`config.mk`:
```
export PLATFORM = sky130hd
export DESIGN_NAME = dct_top
export DESIGN_NICKNAME = d
export VERILOG_FILES = /design/src/dct_pkg.sv /design/src/dct_unit_if.sv /design/src/dct_top.sv /design/src/dct_timer.sv /design/src/dct_tick.sv
export VERILOG_INCLUDE_DIRS = /design/src
export SDC_FILE = /design/constraint.sdc
export NUM_CORES = 1
export LEC_CHECK = 0
export BUFFER_PORTS_ARGS = -buffer_cell sky130_fd_sc_hd__buf_2
export CORE_UTILIZATION = 61
export DETAILED_ROUTE_END_ITERATION = 10
export MAX_ROUTING_LAYER = met4
export PLACE_DENSITY = 0.78
export REMOVE_ABC_BUFFERS = 1
export SLEW_MARGIN = 20
export SYNTH_ARGS = -nofsm -noshare
export SYNTH_HDL_FRONTEND = slang
export SYNTH_SLANG_ARGS = --single-unit
```
`constraint.sdc`:
```
create_clock -name clock -period 2.45 [get_ports clock]
set_input_delay 0.1225 -clock clock [delete_from_list [all_inputs] [get_ports clock]]
set_output_delay 0.1225 -clock clock [all_outputs]
set_load 0.1 [all_outputs]
```
`src/dct_map.svh`:
```
/*
  Register offsets, field positions, reset values and timing figures
  of the dual compare timer. Assumes byte addresses on a 32-bit port.
*/
`ifndef DCT_MAP_SVH
`define DCT_MAP_SVH

`define DCT_ADDR_W            8
`define DCT_TIMER_A_CONTROL   8'h08
`define DCT_TIMER_A_COMPARE   8'h0c
`define DCT_TIMER_A_COUNT     8'h10
`define DCT_TIMER_B_CONTROL   8'h14
`define DCT_TIMER_B_COMPARE   8'h18
`define DCT_TIMER_B_COUNT     8'h1c
`define DCT_TICK_B_CONTROL    8'h20
`define DCT_IRQ_STATUS        8'h24
`define DCT_IRQ_CLEAR         8'h28
`define DCT_IRQ_ENABLE        8'h2c

`define DCT_FLAG_BIT          0
`define DCT_GATE_BIT          1
`define DCT_ENABLE_BIT        2

`define DCT_CONTROL_RESET     3'h0
`define DCT_VALUE_RESET       32'h0000_0000
`define DCT_EVENT_RESET       3'h0

`define DCT_EV_TIMER_A        0
`define DCT_EV_TIMER_B        1
`define DCT_EV_TICK_B         2

`define DCT_CLOCK_KHZ         250000
`define DCT_TICK_PERIOD_MS    500
`define DCT_TIMER_DIV         1

`endif

```
`src/dct_pkg.sv`:
```
/*
  Types shared by the dual compare timer modules.
  Assumes nothing beyond the constant header.
*/
package dct_pkg;
  typedef enum logic [3:0] {
    DCT_SEL_NONE, DCT_SEL_A_CTL, DCT_SEL_A_CMP, DCT_SEL_A_CNT,
    DCT_SEL_B_CTL, DCT_SEL_B_CMP, DCT_SEL_B_CNT, DCT_SEL_TICK,
    DCT_SEL_STAT, DCT_SEL_CLR, DCT_SEL_IEN
  } dct_sel_type;
  typedef logic [2:0] dct_event_type;
endpackage

```
`src/dct_unit_if.sv`:
```
/*
  Link between the register front end and one timer or tick unit.
  Assumes the front end drives strobes for one cycle per write.
*/
`timescale 1ns/1ns
interface dct_unit_if #(parameter int W = 32);
  logic         ctrl_we;  // Control write strobe
  logic         cmp_we;   // Compare write strobe
  logic         cnt_we;   // Count write strobe
  logic [W-1:0] wdata;    // Write data
  logic [2:0]   ctrl_q;   // Control bits read back
  logic [W-1:0] cmp_q;    // Compare value
  logic [W-1:0] cnt_q;    // Current count
  logic         hit;      // One-cycle event pulse
  logic         irq;      // Level interrupt
  modport front (output ctrl_we, cmp_we, cnt_we, wdata, input ctrl_q, cmp_q, cnt_q, hit, irq);
  modport timer (input ctrl_we, cmp_we, cnt_we, wdata, output ctrl_q, cmp_q, cnt_q, hit, irq);
  modport tick  (input ctrl_we, wdata, output ctrl_q, hit, irq);
endinterface

```
`src/dct_top.sv`:
```
/*
  Dual compare timer with half-second tick unit and register port.
  Assumes a single-cycle strobe master on the same clock.
*/
// The address-and-strobe port was left to the implementer.
`timescale 1ns/1ns
`include "dct_map.svh"

// Operation
// RULE1: Timer A match with gate sets flag, irq
// RULE2: Timer B match with gate sets flag, irq
// RULE3: Timer interrupt holds until flag cleared
// RULE4: Flag bit 0; one clears, zero keeps
// RULE5: Timer A count readable and loadable
// RULE6: Timer B count readable and loadable
// RULE7: Tick flag bit 0, gate bit 1, W1C
// RULE8: Software disables unit before changing settings
// RULE9: Enabled count steps per timer clock; else holds
module dct_top
  import dct_pkg::*;
#(
  parameter int TICK_CYCLES = `DCT_TICK_PERIOD_MS * `DCT_CLOCK_KHZ,
  parameter int TIMER_DIV   = `DCT_TIMER_DIV
) (
  input  wire logic                   clock,        // 250 MHz clock
  input  wire logic                   rst_n,        // Asynchronous reset, low
  input  wire logic [`DCT_ADDR_W-1:0] reg_addr,     // Byte address
  input  wire logic [31:0]            reg_wdata,    // Write data
  input  wire logic                   reg_we,       // Write strobe
  input  wire logic                   reg_re,       // Read strobe
  output logic      [31:0]            reg_rdata,    // Read data, next cycle
  output logic                        timer_a_irq,  // Timer A interrupt
  output logic                        timer_b_irq,  // Timer B interrupt
  output logic                        tick_b_irq,   // Tick unit interrupt
  output logic                        irq           // Combined interrupt
);
  dct_unit_if #(.W(32)) a_if ();
  dct_unit_if #(.W(32)) b_if ();
  dct_unit_if #(.W(32)) t_if ();

  // Address decode
  dct_sel_type sel;
  always_comb begin
    unique case (reg_addr)
      `DCT_TIMER_A_CONTROL: sel = DCT_SEL_A_CTL;
      `DCT_TIMER_A_COMPARE: sel = DCT_SEL_A_CMP;
      `DCT_TIMER_A_COUNT:   sel = DCT_SEL_A_CNT;
      `DCT_TIMER_B_CONTROL: sel = DCT_SEL_B_CTL;
      `DCT_TIMER_B_COMPARE: sel = DCT_SEL_B_CMP;
      `DCT_TIMER_B_COUNT:   sel = DCT_SEL_B_CNT;
      `DCT_TICK_B_CONTROL:  sel = DCT_SEL_TICK;
      `DCT_IRQ_STATUS:      sel = DCT_SEL_STAT;
      `DCT_IRQ_CLEAR:       sel = DCT_SEL_CLR;
      `DCT_IRQ_ENABLE:      sel = DCT_SEL_IEN;
      default:              sel = DCT_SEL_NONE;
    endcase
  end

  wire we_a_ctl = reg_we && (sel == DCT_SEL_A_CTL);
  wire we_a_cmp = reg_we && (sel == DCT_SEL_A_CMP);
  wire we_a_cnt = reg_we && (sel == DCT_SEL_A_CNT);
  wire we_b_ctl = reg_we && (sel == DCT_SEL_B_CTL);
  wire we_b_cmp = reg_we && (sel == DCT_SEL_B_CMP);
  wire we_b_cnt = reg_we && (sel == DCT_SEL_B_CNT);
  wire we_tick  = reg_we && (sel == DCT_SEL_TICK);
  wire we_clr   = reg_we && (sel == DCT_SEL_CLR);
  wire we_ien   = reg_we && (sel == DCT_SEL_IEN);

  assign a_if.ctrl_we = we_a_ctl;
  assign a_if.cmp_we  = we_a_cmp;
  assign a_if.cnt_we  = we_a_cnt;   // RULE5
  assign a_if.wdata   = reg_wdata;
  assign b_if.ctrl_we = we_b_ctl;
  assign b_if.cmp_we  = we_b_cmp;
  assign b_if.cnt_we  = we_b_cnt;   // RULE6
  assign b_if.wdata   = reg_wdata;
  assign t_if.ctrl_we = we_tick;
  assign t_if.cmp_we  = 1'b0;
  assign t_if.cnt_we  = 1'b0;
  assign t_if.wdata   = reg_wdata;

  // Timer clock: one step pulse every TIMER_DIV cycles
  logic [15:0] pre_reg;
  wire         pre_wrap = (pre_reg == 16'(TIMER_DIV - 1));
  wire         step     = pre_wrap;

  always_ff @(posedge clock or negedge rst_n) begin
    if (!rst_n) begin
      pre_reg <= 16'h0000;
    end else begin
      pre_reg <= pre_wrap ? 16'h0000 : pre_reg + 16'h0001;
    end
  end

  dct_timer #(.W(32)) u_timer_a (
    .clock (clock),
    .rst_n (rst_n),
    .step  (step),
    .bus   (a_if)
  );

  dct_timer #(.W(32)) u_timer_b (
    .clock (clock),
    .rst_n (rst_n),
    .step  (step),
    .bus   (b_if)
  );

  dct_tick #(.PERIOD(TICK_CYCLES)) u_tick_b (
    .clock (clock),
    .rst_n (rst_n),
    .bus   (t_if)
  );

  // Sticky event status, write-only clear, enable mask
  dct_event_type status_reg, status_next;
  dct_event_type ien_reg;
  dct_event_type events;
  dct_event_type clr_bits;

  assign events[`DCT_EV_TIMER_A] = a_if.hit;
  assign events[`DCT_EV_TIMER_B] = b_if.hit;
  assign events[`DCT_EV_TICK_B]  = t_if.hit;
  assign clr_bits    = we_clr ? reg_wdata[2:0] : 3'h0;
  // Set wins over a clear in the same cycle
  assign status_next = events | (status_reg & ~clr_bits);

  always_ff @(posedge clock or negedge rst_n) begin
    if (!rst_n) begin
      status_reg <= `DCT_EVENT_RESET;
      ien_reg    <= `DCT_EVENT_RESET;
    end else begin
      status_reg <= status_next;
      if (we_ien) begin
        ien_reg <= reg_wdata[2:0];
      end
    end
  end

  // Per-unit lines follow the pending flags
  assign timer_a_irq = a_if.irq;   // RULE1 RULE3
  assign timer_b_irq = b_if.irq;   // RULE2 RULE3
  assign tick_b_irq  = t_if.irq;
  assign irq         = |(status_reg & ien_reg);

  // Read data for the cycle after the strobe
  logic [31:0] rd_value;
  always_comb begin
    unique case (sel)
      DCT_SEL_A_CTL: rd_value = {29'h0, a_if.ctrl_q};
      DCT_SEL_A_CMP: rd_value = a_if.cmp_q;
      DCT_SEL_A_CNT: rd_value = a_if.cnt_q;   // RULE5
      DCT_SEL_B_CTL: rd_value = {29'h0, b_if.ctrl_q};
      DCT_SEL_B_CMP: rd_value = b_if.cmp_q;
      DCT_SEL_B_CNT: rd_value = b_if.cnt_q;   // RULE6
      DCT_SEL_TICK:  rd_value = {29'h0, t_if.ctrl_q};
      DCT_SEL_STAT:  rd_value = {29'h0, status_reg};
      DCT_SEL_IEN:   rd_value = {29'h0, ien_reg};
      default:       rd_value = 32'h0000_0000;
    endcase
  end

  always_ff @(posedge clock or negedge rst_n) begin
    if (!rst_n) begin
      reg_rdata <= 32'h0000_0000;
    end else begin
      reg_rdata <= reg_re ? rd_value : 32'h0000_0000;
    end
  end

  // Match, clear and count terms as the units see them, for the checks below
  wire match_a = a_if.ctrl_q[`DCT_GATE_BIT] && (a_if.cnt_q == a_if.cmp_q);
  wire match_b = b_if.ctrl_q[`DCT_GATE_BIT] && (b_if.cnt_q == b_if.cmp_q);
  wire clear_a = we_a_ctl && reg_wdata[`DCT_FLAG_BIT];
  wire clear_b = we_b_ctl && reg_wdata[`DCT_FLAG_BIT];
  wire clear_t = we_tick && reg_wdata[`DCT_FLAG_BIT];
  wire run_a   = a_if.ctrl_q[`DCT_ENABLE_BIT] && step && !we_a_cnt;
  wire run_b   = b_if.ctrl_q[`DCT_ENABLE_BIT] && step && !we_b_cnt;
endmodule // dct_top

```
`src/dct_timer.sv`:
```
/*
  One 32-bit compare timer: control, compare and count registers.
  Assumes step is a one-cycle pulse per timer clock.
*/
`timescale 1ns/1ns
`include "dct_map.svh"
module dct_timer
  import dct_pkg::*;
#(
  parameter int W = 32
) (
  input wire logic clock,   // Block clock
  input wire logic rst_n,   // Asynchronous reset, low
  input wire logic step,    // Timer clock enable
  dct_unit_if.timer bus     // Register side
);
  logic         en_reg, gate_reg, flag_reg;
  logic [W-1:0] cmp_reg, cnt_reg, cnt_next;
  wire          match = gate_reg && (cnt_reg == cmp_reg);
  wire          clr   = bus.ctrl_we && bus.wdata[`DCT_FLAG_BIT];
  wire          flag_next = match || (flag_reg && !clr);

  always_comb begin
    cnt_next = cnt_reg;
    if (bus.cnt_we) begin
      cnt_next = bus.wdata;
    end else if (en_reg && step) begin
      cnt_next = cnt_reg + W'(1);
    end
  end

  always_ff @(posedge clock or negedge rst_n) begin
    if (!rst_n) begin
      {en_reg, gate_reg, flag_reg} <= `DCT_CONTROL_RESET;
      cmp_reg <= W'(`DCT_VALUE_RESET);
      cnt_reg <= W'(`DCT_VALUE_RESET);
    end else begin
      if (bus.ctrl_we) begin
        en_reg   <= bus.wdata[`DCT_ENABLE_BIT];
        gate_reg <= bus.wdata[`DCT_GATE_BIT];
      end
      if (bus.cmp_we) begin
        cmp_reg <= bus.wdata;
      end
      flag_reg <= flag_next;   // RULE1 RULE2 RULE3 RULE4
      cnt_reg  <= cnt_next;    // RULE5 RULE6 RULE9
    end
  end

  assign bus.ctrl_q = {en_reg, gate_reg, flag_reg};
  assign bus.cmp_q  = cmp_reg;
  assign bus.cnt_q  = cnt_reg;
  assign bus.hit    = match && !flag_reg;
  assign bus.irq    = flag_reg;
endmodule // dct_timer

```
`src/dct_tick.sv`:
```
/*
  Half-second tick unit with interrupt gate and pending flag.
  Assumes PERIOD is the tick interval in clock cycles.
*/
`timescale 1ns/1ns
`include "dct_map.svh"
module dct_tick
  import dct_pkg::*;
#(
  parameter int PERIOD = `DCT_TICK_PERIOD_MS * `DCT_CLOCK_KHZ
) (
  input wire logic clock,   // Block clock
  input wire logic rst_n,   // Asynchronous reset, low
  dct_unit_if.tick bus      // Register side
);
  logic [31:0] div_reg;
  logic        gate_reg, flag_reg;
  wire         wrap  = (div_reg == 32'(PERIOD - 1));
  wire         event_now = wrap && gate_reg;
  wire         clr   = bus.ctrl_we && bus.wdata[`DCT_FLAG_BIT];

  always_ff @(posedge clock or negedge rst_n) begin
    if (!rst_n) begin
      div_reg  <= 32'h0000_0000;
      gate_reg <= 1'b0;
      flag_reg <= 1'b0;
    end else begin
      div_reg  <= wrap ? 32'h0000_0000 : div_reg + 32'h0000_0001;
      if (bus.ctrl_we) begin
        gate_reg <= bus.wdata[`DCT_GATE_BIT];
      end
      flag_reg <= event_now || (flag_reg && !clr);   // RULE7
    end
  end

  assign bus.ctrl_q = {1'b0, gate_reg, flag_reg};
  assign bus.hit    = event_now && !flag_reg;
  assign bus.irq    = flag_reg;
endmodule // dct_tick

```
==> results of run 1 <==
## power by group through the flow
stage                     logic [mW]  registers, mW  clock network [mW]
after floorplan                 1.89           4.80                   0
after global routing            3.11           5.03                4.09
after global placement          2.69           4.97                   0
final                           2.89           4.97                3.92
after CTS                       2.83           4.95                3.97
after detailed placement        2.75           5.00                   0
## logic make-up (layout without fill, tap and decap cells)
| kind of cell | after synthesis | after routing | synth area share, % |
|---|---|---|---|
| fa+ha+maj | 5 | 5 | 0.526 |
| simple gates | 446 | 446 | 20.5 |
| mux | 99 | 99 | 9.02 |
| compound gates | 164 | 164 | 8.03 |
| xor+xnor | 167 | 167 | 12.3 |
| buf+inv | 87 | 205 | 2.97 |
| flops | 222 | 222 | 46.7 |
## how the worst max path moves through the flow
stage,from,endpoint,slack (ns),cells after the start
floorplan,reg_addr[1],u_timer_b.bus.cmp_q[10],-1.12,4
global placement,pre_reg[0],u_timer_b.bus.cnt_q[31],0.40,8
detailed placement,pre_reg[0],u_timer_b.bus.cnt_q[25],0.33,8
CTS,u_timer_a.bus.cnt_q[0],u_timer_a.bus.cnt_q[28],0.31,6
global route,u_timer_a.bus.cnt_q[0],u_timer_a.bus.cnt_q[28],0.15,6
finish,u_timer_a.bus.cnt_q[0],u_timer_a.bus.cnt_q[28],0.30,6
## worst max-delay path: cells and delay by family (launching register included)
family | cells | cell delay (ns)
AO/OA/AOI/OAI | 1 | 0.08
XOR/XNOR | 1 | 0.16
adder cells (fa/ha/maj) | 1 | 0.25
flip-flops | 1 | 0.49
AND/OR/NAND/NOR | 3 | 1.04
## layer usage
| layer | track usage, % | vias up |
|---|---|---|
| met4 | 17.5 | 0 |
| li1 | - | 4390 |
| met5 | - | - |
| met1 | 44.4 | 4765 |
| met3 | 5.26 | 121 |
| met2 | 54.8 | 476 |
## synth_stat cells, types with 6 or more instances
master	count
a22oi_1	32
nor2b_1	6
nor4_1	17
nand4_1	32
mux2i_1	33
and2_1	7
nor3_1	29
a21oi_1	66
and4_1	23
clkbuf_1	47
nor4_2	18
dfrtp_1	222
o21ai_0	49
buf_1	11
nand3_1	47
and3_1	23
xor2_1	61
inv_1	12
nor2_1	133
nand2_1	88
xnor2_1	106
buf_2	15
mux2_2	23
mux2_1	43
## layout make-up
type	count	area share, %
flip-flops and latches	222	40.1
multi-input cells	881	43.3
inverters	12	0.326
clock inverters	11	1.15
well taps	260	2.35
repair buffers	148	7.63
clock buffers	34	5.05
## timing repair
item                                   in CTS  in global routing
endpoints found under the hold margin     191                  0
hold buffers                               33                  0
setup endpoints to repair                   0                  0
## cells in the final DEF (no fill, tap or decap), types with 43 or more instances in the layout
master	synthesis	layout
nand2_1	88	88
o21ai_0	49	49
buf_2	15	78
a21oi_1	66	66
mux2_1	43	43
nor2_1	133	131
dfrtp_1	222	222
xor2_1	61	61
nand3_1	47	47
xnor2_1	106	106
## stage by stage
| stage | area (sq um) | setup slack, ns | power, mW |
|---|---|---|---|
| 3_3_place_gp | 12600 | 0.403 | 7.66 |
| 6_report | 13800 | 0.297 | 11.8 |
| 5_1_grt | 13800 | 0.150 | 12.2 |
| 3_5_place_dp | 12600 | 0.333 | 7.75 |
| 4_1_cts | 13800 | 0.315 | 11.7 |
| 2_1_floorplan | 11600 | -1.12 | 6.69 |
==> flow_metrics.tcl, run 1 <==
set metrics [dict create \
    via_per_inst 6.22 \
    worstPathRequired_ns 2.85 \
    clock_sink_count 222 \
    fillCellCount 1395 \
    peakVddDrop_v 0.000748 \
    drt_wl_total_um 32700 \
    p_switching_mw 3.98 \
    fin_nets 1339 \
    ys_ff_latch 222 \
    start_util_pct 63.0 \
    num_vias 9752 \
    grt_max_degree 71 \
    synthFlopType "dfrtp_1" \
    crit_chain "ha_1 -> and3_1 -> nand4_1 -> nor4_1 -> xnor2_1 -> a21oi_1" \
    highest_layer "met4" \
    antennaDiodeCount 0 \
    r2r_cells 6 \
    r2r_end "u_timer_a.bus.cnt_q[28]" \
    io_pins 80 \
    yosysTopAreaCellShare_pct 46.7 \
    worstSetupEndpointType "register" \
    skew_ns 0.0154 \
    maxCapViolations 0 \
    whs_endpoint "u_tick_b.gate_reg" \
    htreeDepth 1 \
    drv_slew 0 \
    fin_crit_sh_pct 87.9 \
    relSlewSlack_pct 57.4 \
    crit_type "register to register" \
    outcome "finished, final reports clean" \
    multi_input_area_sq_um 6000 \
    powerDensity_nw_per_um2 851 \
    dieArea_sq_um 20100 \
    whs_path_depth 3 \
    p_int_mw 7.79 \
    dr.pass1.iters 7 \
    yosysSeqAreaShare_pct 46.7 \
    dr_wl_met2_um 15400 \
    post_cts_resized 0 \
    cp_max_fo 6 \
    drc 0 \
    power.share.combinational_pct 24.5 \
    power_frac_clock_pct 33.3 \
    yosysWarnings 0 \
    cts_root_buf "clkbuf_16" \
    setup_violations 0 \
    routabilityCongestion 0.931 \
    dr_wl_met3_um 2550 \
    grt_first_pass_wirelength_um 52400 \
    num_rows 50 \
    min_from "reg_we" \
    drive_gt1_share_pct 16.1 \
    seqPwrFrac_pct 42.2 \
    core_sq_um 18900 \
    crit_arrival_ns 2.55 \
    async_flop_share_pct 100 \
    port_buffers 79 \
    syn_avg_cell_area_sq_um 10.0 \
    cp_slowest_cell "dfrtp_1" \
    leakage_nw 6.15 \
    clk_latency_ns 0.53 \
    critPathMaxStageDelay_ns 0.49 \
    synth_top_area_cell "dfrtp_1" \
    rrSetupSlack_ns 0.30 \
    post_drt_wl_per_cell_um 20.9 \
    synth_edf_count 0 \
    register_area_sq_um 5560 \
    die_w_um 142 \
    area_growth_pct 16.3 \
    r2r_start "u_timer_a.bus.cnt_q[0]" \
    clockBufferDepth 3 \
    dpl.hpwl_um 21900 \
    hp-class "input port to register" \
    chipHeight_um 142 \
    fmax_ghz 0.465 \
    worstMarginPinSlew_ns 0.639 \
    postSynthCellCount 1190 \
    path_clk_slew_ns 0.06 \
    stdcell_count 1568 \
    final_hold_viol_count 0 \
    holdWs_ns 0.0490 \
    grt_antenna_before_repair 0 \
    switching_share_pct 33.8 \
    grtUsageTotal_pct 34.9 \
    setup_tns_ns 0 \
    grt_pass1_vias 9789 \
    cts_tree "done" \
    dr.first_iter.drc_count 848 \
    wl_met1_um 13200 \
    rsz0062_at_grt "false" \
    dp.cells 1490 \
    utilization_pct 73.2 \
    antenna_left 0 \
    synth_cell_types 53 \
    cts-buffers-inserted 25 \
    final.min_clock_period_ns 2.15 \
    synth.area.top_cells "dfrtp_1 47%, xnor2_1 7.8%, xor2_1 4.5%, nor2_1 4.2%, mux2_1 4.1%" \
    post_cts_buffers 0 \
    synth_area_sq_um 11900 \
    cp-start-kind "register" \
    gr-total-overflow 0 \
]
(Power assumes the default switching activity.)
==> run 2: changes to the inputs <==
CORE_UTILIZATION = 55   (was 61)
PLACE_DENSITY = 0.72   (was 0.78)
SETUP_SLACK_MARGIN = 0.1   (was default)
==> run 2 against run 1 <==
  * Via count down 1.1%
  * Combinational power up 2%
  * Flip-flop and latch count unchanged
  * Critical path type unchanged
  * Critical path depth unchanged
==> flow_metrics.tcl, run 2 (synthesis gave the netlist of run 1 again) <==
set metrics [dict create \
    cts_tree "done" \
    start_util_pct 56.4 \
    grt_max_degree 92 \
    dr.first_iter.drc_count 967 \
    cp_num_buf_inv 0 \
    clockBufferDepth 3 \
    outcome "finished, final reports clean" \
    cts_root_buf "clkbuf_16" \
    p_switching_mw 4.03 \
    seqPwrFrac_pct 39.9 \
    worstMarginPinSlew_ns 0.777 \
    grt_first_pass_wirelength_um 52500 \
    num_rows 53 \
    grt_antenna_before_repair 1 \
    leakage_nw 6.22 \
    antenna_left 0 \
    power_frac_clock_pct 36.1 \
    worstPathRequired_ns 2.83 \
    fin_nets 1345 \
    final_hold_viol_count 0 \
    port_buffers 79 \
    crit_chain "ha_1 -> and3_1 -> nand4_1 -> nor4_1 -> xnor2_1 -> a21oi_1" \
    drc 0 \
    grt_use_met2_pct 48.4 \
    maxCapViolations 0 \
    drt_wl_total_um 32700 \
    area_growth_pct 17.9 \
    cp_slowest_cell "dfrtp_1" \
    stdcell_count 1591 \
    rsz0062_at_grt "false" \
    relSlewSlack_pct 48.2 \
    clock_sink_count 222 \
    p_int_mw 8.32 \
    drive_gt1_share_pct 16.6 \
    grtUsageTotal_pct 31.3 \
    post_drt_wl_per_cell_um 20.6 \
    chipHeight_um 149 \
    num_vias 9647 \
    dp.cells 1510 \
    setup_ws_ns 0.221 \
    fin_crit_sh_pct 91.0 \
    grt_use_met3_pct 4.65 \
    grt_most_used_layer "met2" \
    clk_latency_ns 0.53 \
    critPathMaxStageDelay_ns 0.51 \
    switching_share_pct 32.6 \
    dp_worst_setup_slack_ns 0.317 \
    io_pins 80 \
    fmax_ghz 0.449 \
    dieArea_sq_um 22200 \
    skew_ns 0.0121 \
    cts-buffers-inserted 26 \
    gr-total-overflow 0 \
    dr.pass1.iters 5 \
    final.min_clock_period_ns 2.23 \
    setup_violations 0 \
    dpl.hpwl_um 22400 \
    htreeDepth 1 \
    powerDensity_nw_per_um2 881 \
    cp_top_family "simple AND/OR/NAND/NOR gates" \
    via_per_inst 6.06 \
    dpl_cell_area_sq_um 12700 \
    die_w_um 149 \
    hp-class "input port to register" \
    grt_pass1_vias 9416 \
    antennaDiodeCount 0 \
    peakVddDrop_v 0.000622 \
    fin_area_sq_um 14000 \
    met1_usage_pct 42.5 \
    layout_common_cells "222 x dfrtp_1, 131 x nor2_1, 106 x xnor2_1, 88 x nand2_1, 78 x buf_2" \
    crit_arrival_ns 2.61 \
    cp-start-kind "register" \
    worstSetupEndpointType "register" \
    final_common_cell "dfrtp_1" \
    cp_max_fo 6 \
    routabilityCongestion 0.916 \
    drv_slew 0 \
    power.share.combinational_pct 24.0 \
    core_sq_um 21100 \
    path_clk_slew_ns 0.06 \
    crit_type "register to register" \
    post_cts_resized 0 \
    utilization_pct 66.5 \
]
==> run 2: cell types whose count changed in the layout (fill, tap and decap cells not counted) <==
cell and delta:
clkinvlp_4 +2, bufinv_16 +3, clkbuf_8 +1, clkinv_2 -4, buf_4 +6, buf_12 -1, clkinv_4 -1, inv_6 +1
clkbuf_16 +2, clkbuf_1 -1
==> run 2: final timing paths <==
check	startpoint	to	slack, ns	cells after the start
max in group asynchronous	rst_n	reg_rdata[13]	1.49	3
setup / recovery	u_timer_a.bus.cnt_q[0]	u_timer_a.bus.cnt_q[28]	0.22	6
min in group asynchronous	rst_n	pre_reg[7]	0.17	2
hold reg to reg	u_tick_b.div_reg[31]	u_tick_b.div_reg[31]	0.50	1
setup reg to reg	u_timer_a.bus.cnt_q[0]	u_timer_a.bus.cnt_q[28]	0.22	6
hold / removal	reg_we	u_tick_b.bus.irq	0.03	4
==> run 2: per-stage QoR <==
| stage | TNS (ns) | hold slack (ns) | total power [mW] |
|---|---|---|---|
| floorplan | -118.49 | -0.173 | 6.69 |
| global placement | 0 | 0.190 | 7.75 |
| detailed placement | 0 | 0.191 | 7.82 |
| CTS | 0 | 0.00830 | 12.3 |
| global route | 0 | 0.0409 | 12.8 |
| finish | 0 | 0.0263 | 12.4 |
==> run 2: area by class of cell <==
class                   count  area (sq um)
flip-flops and latches    222          5560
repair buffers            153          1080
well taps                 275           344
multi-input cells         881          6000
inverters                  12          45.0
fillers                  1682          7060
clock buffers              36           759
clock inverters            12           244
==> run 2: metal layers <==
| layer | part of all wire [%] | routed length (um) |
|---|---|---|
| met1 | 43 | 14100 |
| met2 | 46 | 15200 |
| met3 | 7.5 | 2450 |
| met4 | 3.1 | 1010 |
| met5 | 0 | 0 |
==> run 2: tightest hold or removal path, stage by stage <==
cell     delay (ns)
buf_2          0.19
nand4_1        0.10
nand2_1        0.05
nand2_1        0.05
==> run 2: timing repair <==
action	4_1_cts	5_1_grt
setup endpoints to repair	0	0
hold endpoints to repair	213	0
setup buffers	0	0
hold buffers	33	0
==> run 2: power by group through the flow <==
stage	combinational, mW	clock (mW)	sequential [mW]
after floorplan	1.89	0	4.80
after global placement	2.81	0	4.94
after detailed placement	2.85	0	4.97
after CTS	2.92	4.51	4.91
after global routing	3.20	4.65	4.99
final	2.96	4.46	4.93
